[config.mk]
export PLATFORM = sky130hd
export DESIGN_NAME = scs_sequencer
export DESIGN_NICKNAME = d
export VERILOG_FILES = /design/src/hw/scs_pkg.sv /design/src/hw/scs_sequencer.sv /design/src/hw/scs_sync.sv
export SDC_FILE = /design/constraint.sdc
export NUM_CORES = 1
export LEC_CHECK = 0
export ABC_AREA = 1
export BUFFER_PORTS_ARGS = -buffer_cell sky130_fd_sc_hd__buf_2
export CAP_MARGIN = 15
export CORE_UTILIZATION = 58
export DETAILED_ROUTE_END_ITERATION = 8
export PLACE_DENSITY = 0.76
export SKIP_CTS_REPAIR_TIMING = 1
export SYNTH_ARGS = -nofsm -noshare
export SYNTH_HDL_FRONTEND = slang
export SYNTH_SLANG_ARGS = --single-unit
export TNS_END_PERCENT = 1
[constraint.sdc]
create_clock -name ref_clk_i -period 2.45 [get_ports ref_clk_i]
set_input_delay 0.245 -clock ref_clk_i [delete_from_list [all_inputs] [get_ports ref_clk_i]]
set_output_delay 0.245 -clock ref_clk_i [all_outputs]
set_load 0.1 [all_outputs]
[src/hw/scs_pkg.sv]
// shared constants and carrier types of the conversion sequencer
package scs_pkg;
   // result width and number of gated clock cycles per conversion
   localparam int unsigned RES_BITS = 12;
   localparam int unsigned GCLK_CYCLES = 13;
   // reference clock period and derived timing counts
   localparam int unsigned CLK_PERIOD_NS = 10;
   localparam int unsigned STATUS_DELAY_NS = 40;
   localparam int unsigned STATUS_DELAY_CYC = (STATUS_DELAY_NS + CLK_PERIOD_NS - 1) / CLK_PERIOD_NS;
   localparam int unsigned TRIG_MIN_NS = 100;
   // default bit clock divider, ref cycles per half bit period
   localparam int unsigned BIT_HALF_DIV = 4;
   // reset value of the approximation register
   localparam logic [11:0] APX_RST = 12'h0FFF;

   // sequencer states, one-hot
   typedef enum logic [3:0] {
      ST_IDLE   = 4'b0001,
      ST_CONV   = 4'b0010,
      ST_SETTLE = 4'b0100,
      ST_DONE   = 4'b1000
   } scs_state_e;

   // parallel result carrier, all active low
   typedef struct packed {
      logic [11:0] inverted_straight_binary;
      logic inverted_twos_complement_msb;
   } scs_result_s;
endpackage : scs_pkg

[src/hw/scs_sequencer.sv]
// successive approximation conversion sequencer, 12-bit
//
// Contract
// RULE_01: busy high throughout a conversion
// RULE_02: 12-bit register drives result and feedback
// RULE_03: compare one bit per step, msb first
// RULE_04: keep or reject bit per comparator
// RULE_05: trigger sets the busy flag
// RULE_06: gated clock runs exactly 13 cycles
// RULE_07: trigger trailing edge initialises register, flags
// RULE_08: first step: bit 1 trial, rest set
// RULE_09: step n decides bit n, trials next
// RULE_10: busy drops 40 ns after last decision
// RULE_11: busy drop re-inhibits clock, held low
// RULE_12: bit valid on its decision edge
// RULE_13: host may latch on busy falling edge
// RULE_14: host trigger high 100ns, low meanwhile
// RULE_15: conversion starts on trigger falling edge
// RULE_16: lsb decided 40ns before busy falls
// RULE_17: outputs complemented straight or offset binary
// RULE_18: inverse msb output gives twos complement
// RULE_19: short cycle ends conversion early
// RULE_20: last result held until next trigger
// RULE_21: reset clears busy, asserts inhibit
`timescale 1ns/10ps
module scs_sequencer #(
   parameter int unsigned BIT_HALF = scs_pkg::BIT_HALF_DIV, // ref cycles per half gated clock
   parameter int unsigned SETTLE_CYC = scs_pkg::STATUS_DELAY_CYC // ref cycles from last decision to busy drop
) (
   // clock and reset
   input wire logic ref_clk_i,
   input wire logic rst_n_i,
   // host side pins
   input wire logic convert_i,
   input wire logic short_cycle_n_i,
   // analog side
   input wire logic comp_i,
   output logic [11:0] dac_code_o,
   // status and gated clock
   output logic busy_o,
   output logic gated_clk_o,
   // parallel result
   output scs_pkg::scs_result_s result_o
);
   // synchronised pins
   logic conv_lvl;
   logic comp_lvl;
   logic short_act; // short cycle requested; pin inverted first so reset means not requested
   logic conv_prev_ff;
   logic conv_fall;

   // state and counters
   scs_pkg::scs_state_e state_ff;
   scs_pkg::scs_state_e nxt_state;
   logic [11:0] apx_ff; // approximation_register, holds the complemented code
   logic [11:0] cur_mask; // bit decided at this gated rising edge
   logic [11:0] nxt_mask; // bit trialled next
   logic [3:0] step_ff; // gated clock cycle number, 0..12
   logic [7:0] div_ff; // half period divider
   logic half_tick; // one-cycle enable at each gated clock half
   logic clk_ff; // gated clock level
   logic [7:0] settle_ff;
   logic busy_ff;
   logic rise_en;
   logic last_step;

   // one-hot mask of bit number n, 1 = msb, 12 = lsb; zero outside, so the
   // trial after the lsb falls away without a special case
   function automatic logic [11:0] bit_mask(input logic [3:0] n);
      bit_mask = (n >= 4'h1 && n <= 4'(scs_pkg::RES_BITS)) ? (12'h800 >> (n - 4'h1)) : 12'h000;
   endfunction : bit_mask

   // pin synchronisers; comparator is asynchronous analog
   scs_sync u_sync_conv (
      .ref_clk_i(ref_clk_i),
      .rst_n_i(rst_n_i),
      .pin_i(convert_i),
      .level_o(conv_lvl)
   );
   scs_sync u_sync_comp (
      .ref_clk_i(ref_clk_i),
      .rst_n_i(rst_n_i),
      .pin_i(comp_i),
      .level_o(comp_lvl)
   );
   scs_sync u_sync_short (
      .ref_clk_i(ref_clk_i),
      .rst_n_i(rst_n_i),
      .pin_i(~short_cycle_n_i),
      .level_o(short_act)
   );

   // trailing edge of the convert pulse; the rising edge does nothing
   always_ff @(posedge ref_clk_i) begin
      if (!rst_n_i) begin
         conv_prev_ff <= 1'b0;
      end else begin
         conv_prev_ff <= conv_lvl;
      end
   end
   assign conv_fall = conv_prev_ff & ~conv_lvl; // [RULE_15]

   // half period divider runs only while converting
   always_ff @(posedge ref_clk_i) begin
      if (!rst_n_i || state_ff != scs_pkg::ST_CONV) begin
         div_ff <= 8'h00;
      end else if (half_tick) begin
         div_ff <= 8'h00;
      end else begin
         div_ff <= div_ff + 8'h01;
      end
   end
   assign half_tick = (state_ff == scs_pkg::ST_CONV) && (div_ff == 8'(BIT_HALF - 1));
   assign rise_en = half_tick & ~clk_ff;
   // short cycle low ends the sequence at the current decision
   // a short request only counts once bit 1 is decided, so t0 never ends the run
   assign last_step = (step_ff == 4'(scs_pkg::GCLK_CYCLES - 1)) || (short_act && step_ff != 4'h0); // [RULE_19]

   // next state
   always_comb begin
      nxt_state = state_ff;
      case (state_ff)
         scs_pkg::ST_IDLE: begin
            if (conv_fall) begin
               nxt_state = scs_pkg::ST_CONV; // [RULE_05]
            end
         end
         scs_pkg::ST_CONV: begin
            // last decision made on this rising edge
            if (rise_en && last_step && step_ff != 4'h0) begin
               nxt_state = scs_pkg::ST_SETTLE;
            end
         end
         scs_pkg::ST_SETTLE: begin
            if (settle_ff == 8'(SETTLE_CYC - 1)) begin
               nxt_state = scs_pkg::ST_DONE; // [RULE_10]
            end
         end
         scs_pkg::ST_DONE: begin
            nxt_state = scs_pkg::ST_IDLE;
         end
         default: begin
            nxt_state = scs_pkg::ST_IDLE;
         end
      endcase
   end

   // state register; reset leaves busy low and clock inhibited
   always_ff @(posedge ref_clk_i) begin
      if (!rst_n_i) begin
         state_ff <= scs_pkg::ST_IDLE; // [RULE_21]
      end else begin
         state_ff <= nxt_state;
      end
   end

   // settle counter gives the delay before busy drops
   always_ff @(posedge ref_clk_i) begin
      if (!rst_n_i || state_ff != scs_pkg::ST_SETTLE) begin
         settle_ff <= 8'h00;
      end else begin
         settle_ff <= settle_ff + 8'h01;
      end
   end

   // busy flag: set on the trailing edge, cleared after settle
   always_ff @(posedge ref_clk_i) begin
      if (!rst_n_i) begin
         busy_ff <= 1'b0; // [RULE_21]
      end else if (conv_fall && state_ff == scs_pkg::ST_IDLE) begin
         busy_ff <= 1'b1; // [RULE_05] [RULE_07]
      end else if (nxt_state == scs_pkg::ST_DONE) begin
         busy_ff <= 1'b0; // [RULE_10] [RULE_16]
      end
   end
   assign busy_o = busy_ff; // [RULE_01]

   // gated clock toggles only in conversion; inhibit forces low
   always_ff @(posedge ref_clk_i) begin
      if (!rst_n_i || state_ff != scs_pkg::ST_CONV) begin
         clk_ff <= 1'b0; // [RULE_11] [RULE_07]
      end else if (half_tick) begin
         clk_ff <= ~clk_ff; // [RULE_06]
      end
   end
   assign gated_clk_o = clk_ff;

   // step counter counts rising gated edges, stops at 12, or earlier at the step where a short cycle ends the run
   always_ff @(posedge ref_clk_i) begin
      if (!rst_n_i || (conv_fall && state_ff == scs_pkg::ST_IDLE)) begin
         step_ff <= 4'h0; // [RULE_07]
      end else if (rise_en && !last_step) begin
         step_ff <= step_ff + 4'h1; // [RULE_06]
      end
   end

   // approximation register; bits numbered 1 (msb) to 12 (lsb)
   // index 12-n holds bit n; decisions land on gated rising edges
   // masks for the decision at this step; msb first as steps count up
   assign cur_mask = bit_mask(step_ff); // [RULE_03]
   assign nxt_mask = bit_mask(step_ff + 4'h1); // [RULE_09]
   always_ff @(posedge ref_clk_i) begin
      if (!rst_n_i) begin
         apx_ff <= scs_pkg::APX_RST;
      end else if (conv_fall && state_ff == scs_pkg::ST_IDLE) begin
         apx_ff <= scs_pkg::APX_RST; // [RULE_07]
      end else if (rise_en) begin
         if (step_ff == 4'h0) begin
            // t0: bit 1 is the trial, others set
            apx_ff <= {1'b0, 11'h7FF}; // [RULE_08]
         end else begin
            // tn: comparator high means the trial exceeds the input, so bit n
            // returns to its set (rejected) level; bit n+1 becomes the trial
            apx_ff <= (apx_ff & ~cur_mask & ~nxt_mask) | ({12{comp_lvl}} & cur_mask); // [RULE_04] [RULE_09] [RULE_12]
         end
      end
   end

   // feedback follows the register directly, result one ref clock later; register
   // holds the last code until the next trailing edge
   assign dac_code_o = apx_ff; // [RULE_02]
   always_ff @(posedge ref_clk_i) begin
      if (!rst_n_i) begin
         // same code the register resets to, so the msb inverse stays consistent
         result_o.inverted_straight_binary <= scs_pkg::APX_RST; // [RULE_17]
         result_o.inverted_twos_complement_msb <= ~scs_pkg::APX_RST[11]; // [RULE_18]
      end else begin
         result_o.inverted_straight_binary <= apx_ff; // [RULE_02] [RULE_17] [RULE_20]
         result_o.inverted_twos_complement_msb <= ~apx_ff[11]; // [RULE_18]
      end
   end
endmodule : scs_sequencer

[src/hw/scs_sync.sv]
// three-stage synchroniser with agreement check for a pin input
`timescale 1ns/10ps
module scs_sync (
   // clock and reset
   input wire logic ref_clk_i,
   input wire logic rst_n_i,
   // pin side
   input wire logic pin_i,
   // synchronised level
   output logic level_o
);
   logic s1_ff; // first stage, read only by s2
   logic s2_ff; // second stage
   logic s3_ff; // third stage

   // shift chain
   always_ff @(posedge ref_clk_i) begin
      if (!rst_n_i) begin
         s1_ff <= 1'b0;
         s2_ff <= 1'b0;
         s3_ff <= 1'b0;
      end else begin
         s1_ff <= pin_i;
         s2_ff <= s1_ff;
         s3_ff <= s2_ff;
      end
   end

   // a change counts only once stages two and three agree
   always_ff @(posedge ref_clk_i) begin
      if (!rst_n_i) begin
         level_o <= 1'b0;
      end else if (s2_ff == s3_ff) begin
         level_o <= s3_ff;
      end
   end
endmodule : scs_sync

==> reports/summary.txt, run 1 <==
status = complete, no violations
GRT Residual Overflow = 0
maxcap violations = 0
min Tclk post-route = 1.94 ns
Inst Count DP = 526
Setup crit start kind = flop
DR vias/cell = 5.00
sequential cell area fraction in the yosys report = 40.5%
post-detailed-route DRC marker count = 0
worst slew pin tran = 0.530 ns
Post-Syn Instances = 434
Finished Layout Cells = 539
Syn-to-layout area delta = 10.0%
wire length per cell = 11.4 µm
Slew Viols, Final = 0
Max Buffers Root-to-Sink = 2
Post-synth EDFFs = 0
clock sinks = 64
commonest non-fill, non-tap cell in the layout = nand2_1
via count = 2695
First-pass DRT Iterations = 4
die width = 75.9 µm
Post-Syn Area = 3170 µm²
Fillers = 469
Placer Congestion = 1.02
final-report hold violation count = 0
Max Fclk = 517 MHz
CP arrival = 2.16 ns
Worst EP required = 2.68 ns
Synth cell types = 36
number of port buffers = 31
antenna violations before repair = 0
gr usage total = 23.7%
worst-path maximum fanout = 9
Antenna Nets Post-Route = 0
LEAKAGE = 1.61 nW
first-pass GRT wire length = 10000 µm
initial core utilization = 61.2%
most frequent cells in the layout = nand2_1, dfxtp_1, inv_1, nor2_1, nand3_1
Core Box Area = 5170 µm²
Antenna Cells = 0
vias in the first global route = 2353
Setup violations, final = 0
die area = 5760 µm²
TritonCTS clock tree = yes
Total Power = 1.80 mW
crit end category = flop
setup TNS = 0 ns
power per cell area = 517 nW/µm²
#FFs+latches synth = 64
Root Buffer = clkbuf_8
Ys Warns = 0
WL final = 6140 µm
Detailed Place HPWL = 4420 µm
Inserted Clock Buffers = 9
layout cells sized above 1 = 19.8%
first-iteration detailed-routing DRC count = 134
min-delay worst type = in -> reg
Mapped Nets = 449
H-tree levels = 3
Tcrit/Tclk final = 79.0%
pin count of the biggest net entering global routing = 21
IO Count = 32
clk slew on worst S/H paths = 0.06 ns
ys flop type = dfxtp_1
Slew headroom = 64.6%
Setup Skew = 0.0112 ns
Setup CP Type = reg -> reg
maximum vdd drop = 0.393 mV
Clock Latency Late Sink = 0.35 ns
final net count = 482
Cell Rows = 26
RSZ-0062 raised after global routing = false
Mean Syn Cell Area = 7.30 µm²
asr flop ratio synth = 0%
Die Y = 75.9 µm
==> critical path: stages, from the launching register on <==
cell and delay (ns):
dfxtp_1 0.51, inv_2 0.16, ha_1 0.35, nor2_2 0.12, inv_1 0.05, nor2_2 0.12, nand2_1 0.07, nand2_2 0.13
nand3_1 0.10, nand2_1 0.06, nand2_1 0.04, nand2_1 0.06, nand2_1 0.05
==> Yosys cell counts (4+ instances only) <==
cell type / n / area, µm²
nand2_2: 12 / 75.1
nor2_2: 4 / 25.0
dfxtp_1: 64 / 1280
inv_1: 52 / 195
nand2_1: 109 / 409
o21ai_0: 6 / 30.0
nor3_1: 4 / 20.0
or2_2: 6 / 37.5
o21ai_1: 5 / 25.0
nor2_1: 39 / 146
nand3_1: 33 / 165
clkbuf_1: 4 / 15.0
inv_2: 9 / 33.8
a21oi_1: 29 / 145
nand4_1: 8 / 50.1
nand2_4: 5 / 56.3
ha_1: 10 / 125
buf_6: 6 / 67.6
==> stage by stage <==
| step | util, % | hold slack, ns | setup WS (ns) | instance area, µm² |
|---|---|---|---|---|
| floorplan | - | 0.317 | 0.656 | 3170 |
| global placement | 64.5 | 0.392 | 0.592 | 3330 |
| detailed placement | 64.5 | 0.401 | 0.535 | 3330 |
| CTS | 67.3 | 0.0442 | 0.519 | 3480 |
| global route | 67.3 | 0.0459 | 0.337 | 3480 |
| finish | 67.3 | 0.0554 | 0.515 | 3480 |
==> where the power goes <==
group	internal, mW	leakage [nW]	switching (mW)
Combinational	0.00610	1.02	0.0170
Clock	0.345	0.0728	0.384
Sequential	1.05	0.518	0.00248
Total	1.40	1.61	0.403
==> final timing paths <==
check,to,cells past startpoint,slack (ns),start
max,dac_code_o[4],12,0.51,step_ff[0]
min reg2reg,u_sync_conv.s2_ff,2,0.41,u_sync_conv.s1_ff
max reg2reg,dac_code_o[4],12,0.51,step_ff[0]
min,u_sync_short.s1_ff,2,0.06,short_cycle_n_i
==> per-layer routing <==
layer	vias up	wire length, µm	global-route usage, %
met5	-	0	0
met4	0	128	12.3
met2	59	2870	40.1
met1	1201	2850	27.1
li1	1424	-	-
met3	11	293	6.61
==> final cells by class <==
| type | instances | area [µm²] | share of cell area (%) |
|---|---|---|---|
| Inverter | 66 | 258 | 7.40 |
| Tap cell | 70 | 87.6 | 2.51 |
| Clock buffer | 9 | 124 | 3.56 |
| Sequential cell | 64 | 1280 | 36.8 |
| Multi-Input combinational cell | 293 | 1540 | 44.1 |
| Timing Repair Buffer | 33 | 170 | 4.89 |
| Clock inverter | 4 | 25.0 | 0.718 |
==> kinds of logic (layout without fill, tap and decap cells) <==
kind of cell | Yosys count | after routing | share of synthesized area [%]
simple gates | 233 | 233 | 35.8
buf+inv | 77 | 112 | 11.0
flops | 64 | 64 | 40.5
compound gates | 47 | 47 | 7.94
fa+ha+maj | 10 | 10 | 3.95
xor+xnor | 3 | 3 | 0.830
==> sequential cells by signal, summed over array words and instances (netlist names) <==
register,flops
u_sync_conv.s3_ff,1
state_ff,4
u_sync_comp.s3_ff,1
u_sync_conv.level_o,1
u_sync_comp.s2_ff,1
u_sync_conv.s1_ff,1
u_sync_conv.s2_ff,1
busy_o,1
u_sync_comp.s1_ff,1
u_sync_short.s2_ff,1
u_sync_short.level_o,1
div_ff,8
u_sync_comp.level_o,1
conv_prev_ff,1
dac_code_o,12
settle_ff,8
u_sync_short.s3_ff,1
u_sync_short.s1_ff,1
step_ff,4
gated_clk_o,1
result_o,13
Power figures use the tool's default switching activity.
==> run 2: changes to the inputs <==
--- a/config.mk
+++ b/config.mk
@@ -5,7 +5,7 @@
 export SDC_FILE = /design/constraint.sdc
 export NUM_CORES = 1
 export LEC_CHECK = 0
-export ABC_AREA = 1
+export ABC_AREA = 0
 export BUFFER_PORTS_ARGS = -buffer_cell sky130_fd_sc_hd__buf_2
 export CAP_MARGIN = 15
 export CORE_UTILIZATION = 58
==> constraint.sdc (replaced) <==
create_clock -name ref_clk_i -period 1.8 [get_ports ref_clk_i]
set_input_delay 0.18 -clock ref_clk_i [delete_from_list [all_inputs] [get_ports ref_clk_i]]
set_output_delay 0.18 -clock ref_clk_i [all_outputs]
set_load 0.1 [all_outputs]
==> run 2 against run 1 <==
The run now ends with negative setup slack left. Critical path depth decreased by 6. Cell count decreased by 12%. Sequential power up 36%. Power is 58% higher. Synthesized cell count fell by 23%. Area after synthesis decreased by 7.3%. Clock skew up 0.0022 ns. Combinational power increased by 72%. Worst setup slack got worse by 0.72 ns. Clock power is 89% higher.
==> reports/summary.txt, run 2 <==
status = finished, violations left (was complete, no violations)
failing checks = negative setup slack
Core Box Area = 4790 µm² (was 5170 µm²)
TritonCTS clock tree = yes (unchanged)
pre-CTS setup slack = -0.225 ns (was 0.535 ns)
min-delay worst type = in -> reg (unchanged)
WL final = 6810 µm (was 6140 µm)
Ys Warns = 0 (unchanged)
FF-to-FF path depth = 6 (was 12)
Detailed Place HPWL = 4650 µm (was 4420 µm)
Slew Viols, Final = 0 (unchanged)
Synth cell types = 58 (was 36)
wire length per cell = 14.3 µm (was 11.4 µm)
register bank with the most flops = result_o (unchanged)
M1 wire length = 3170 µm (was 2850 µm)
IO Count = 32 (unchanged)
Max Fclk = 498 MHz (was 517 MHz)
crit end category = flop (unchanged)
HP Start = convert_i (was short_cycle_n_i)
asr flop ratio synth = 0% (unchanged)
vias in the first global route = 2328 (was 2353)
LEAKAGE = 1.42 nW (was 1.61 nW)
biggest area consumer among synthesized cells = dfxtp_1 (unchanged)
Total Power = 2.85 mW (was 1.80 mW)
number of flip-flops in the largest register = 13 (unchanged)
gr usage total = 26.7% (was 23.7%)
Antenna Cells = 0 (unchanged)
DR vias/cell = 5.64 (was 5.00)
reg-to-reg startpoint = div_ff[0] (was step_ff[0])
Setup Skew = 0.0134 ns (was 0.0112 ns)
Max Buffers Root-to-Sink = 2 (unchanged)
layout cells sized above 1 = 28.9% (was 19.8%)
Post-synth EDFFs = 0 (unchanged)
Synth area leaders = dfxtp_1, nor2_1, ha_1, nand3_1, nand2b_1 (was dfxtp_1, nand2_1, inv_1, nand3_1, nor2_1)
post-detailed-route DRC marker count = 0 (unchanged)
via count = 2687 (was 2695)
H-tree levels = 3 (unchanged)
clk slew on worst S/H paths = 0.07 ns (was 0.06 ns)
final worst slack = -0.207 ns (was 0.515 ns)
Met3 Wirelength = 406 µm (was 293 µm)
Setup crit start kind = flop (unchanged)
commonest non-fill, non-tap cell in the layout = dfxtp_1 (was nand2_1)
Die Y = 73.2 µm (was 75.9 µm)
Syn-to-layout area delta = 29.7% (was 10.0%)
Inst Count DP = 456 (was 526)
Synth top area share = 43.6% (was 40.5%)
Mapped Nets = 348 (was 449)
CP arrival = 2.24 ns (was 2.16 ns)
first-pass GRT wire length = 10800 µm (was 10000 µm)
Clock Latency Late Sink = 0.35 ns (about the same)
Post-Syn Instances = 333 (was 434)
Antenna Nets Post-Route = 0 (unchanged)
initial core utilization = 61.4% (was 61.2%)
antenna violations before repair = 0 (unchanged)
Min-Delay Endpoint = u_sync_conv.s1_ff (was u_sync_short.s1_ff)
final net count = 419 (was 482)
Post-synth top cells = dfxtp_1, nor2_1, nand3_1 (was nand2_1, dfxtp_1, inv_1)
top layer in use = met4 (unchanged)
Post-Syn Area = 2940 µm² (was 3170 µm²)
hold path cells = 2 (unchanged)
met2 routed wirelength = 3080 µm (was 2870 µm)
Finished Layout Cells = 476 (was 539)
maxcap violations = 0 (unchanged)
pin count of the biggest net entering global routing = 23 (was 21)
power per cell area = 747 nW/µm² (was 517 nW/µm²)
Cell Rows = 25 (was 26)
Placer Congestion = 0.897 (was 1.02)
clock sinks = 64 (unchanged)
Mean Syn Cell Area = 8.82 µm² (was 7.30 µm²)
Setup violations, final = 18 (was 0)
GRT Residual Overflow = 0 (unchanged)
worst slew pin tran = 0.617 ns (was 0.530 ns)
first-iteration detailed-routing DRC count = 260 (was 134)
maximum vdd drop = 0.552 mV (was 0.393 mV)
Slew headroom = 58.8% (was 64.6%)
First-pass DRT Iterations = 7 (was 4)
most common cell in the synthesized netlist = dfxtp_1 (was nand2_1)
most frequent cells in the layout = dfxtp_1, nor2_1, buf_4, buf_2, nand3_1 (was nand2_1, dfxtp_1, inv_1, nor2_1, nand3_1)
min Tclk post-route = 2.01 ns (was 1.94 ns)
number of port buffers = 31 (unchanged)
die area = 5350 µm² (was 5760 µm²)
Worst EP required = 2.03 ns (was 2.68 ns)
sequential cell area fraction in the yosys report = 43.6% (was 40.5%)
Core Util, Final = 79.6% (was 67.3%)
final-report hold violation count = 0 (unchanged)
#FFs+latches synth = 64 (unchanged)
Setup CP Type = reg -> reg (unchanged)
Tcrit/Tclk final = 111% (was 79.0%)
Register-to-Register Setup Slack = -0.21 ns (was 0.51 ns)
worst-path maximum fanout = 5 (was 9)
Root Buffer = clkbuf_8 (unchanged)
ys flop type = dfxtp_1 (unchanged)
Inserted Clock Buffers = 9 (unchanged)
die width = 73.2 µm (was 75.9 µm)
RSZ-0062 raised after global routing = true (was false)
Fillers = 330 (was 469)
Critical R2R Capture = dac_code_o[8] (was dac_code_o[4])
==> run 2: cell types whose count changed after synthesis, sizes merged, moves of 7 or more <==
cell    change
o21ai       +8
a21oi      -18
nand2     -104
and2        +9
o211ai      +7
xor2        +8
xnor2       +8
inv        -54
nand3       -8
nand2b     +19
==> run 2: routing by layer <==
layer,global-route usage [%],vias to the layer above
met5,0,-
met3,7.60,18
li1,-,1312
met2,40.5,103
met4,10.2,0
met1,35.8,1254
==> run 2: logic make-up after synthesis <==
logic type                 Yosys count  synth area share, %
muxes                                1                0.341
buffers and inverters               25                 3.66
adders and majority gates           10                 4.26
DFF                                 64                 43.6
xor gates and xnor gates            19                 5.67
and+or+nand+nor                    149                 27.6
AOI/OAI and AO/OA                   65                 14.8
==> run 2: worst max path at each step <==
| stage | from | endpoint | slack [ns] | cells past startpoint |
|---|---|---|---|---|
| after floorplan | div_ff[0] | dac_code_o[9] | -0.14 | 7 |
| after global placement | div_ff[1] | dac_code_o[2] | -0.18 | 7 |
| after detailed placement | div_ff[1] | dac_code_o[9] | -0.23 | 7 |
| after CTS | div_ff[1] | dac_code_o[10] | -0.23 | 7 |
| after global routing | div_ff[0] | dac_code_o[8] | -0.30 | 6 |
| final | div_ff[0] | dac_code_o[8] | -0.21 | 6 |
==> run 2: critical path, stage by stage (launching register included) <==
cell and delay [ns]:
dfxtp_2 0.35, ha_4 0.13, or4b_4 0.46, and4bb_4 0.41, o21ai_2 0.13, a311oi_1 0.31
o21ai_0 0.11
==> run 2: final cells by class <==
type                       instances  area, µm²  area share (%)
multi-input combinational        245       1650            43.3
timing repair buffer              73        528            13.9
clock inverter                     7       95.1            2.50
inverter                          11       41.3            1.08
clock buffer                       9        124            3.25
tap                               67       83.8            2.20
sequential                        64       1290            33.8
==> run 2: metrics by stage <==
| stage | instance area [µm²] | TNS [ns] | hold WS [ns] |
|---|---|---|---|
| after floorplan | 3000 | -1.04 | 0.252 |
| after global placement | 3490 | -1.83 | 0.342 |
| after detailed placement | 3490 | -2.51 | 0.345 |
| after CTS | 3710 | -2.88 | -0.0267 |
| after global routing | 3810 | -3.63 | 0.0373 |
| final | 3810 | -2.48 | 0.0403 |
==> run 2: power breakdown <==
part           switching, mW  leakage [nW]  total, mW  internal, mW
Sequential           0.00312         0.521       1.43          1.42
Combinational         0.0242         0.793     0.0398        0.0156
Clock                  0.598         0.110       1.38         0.781
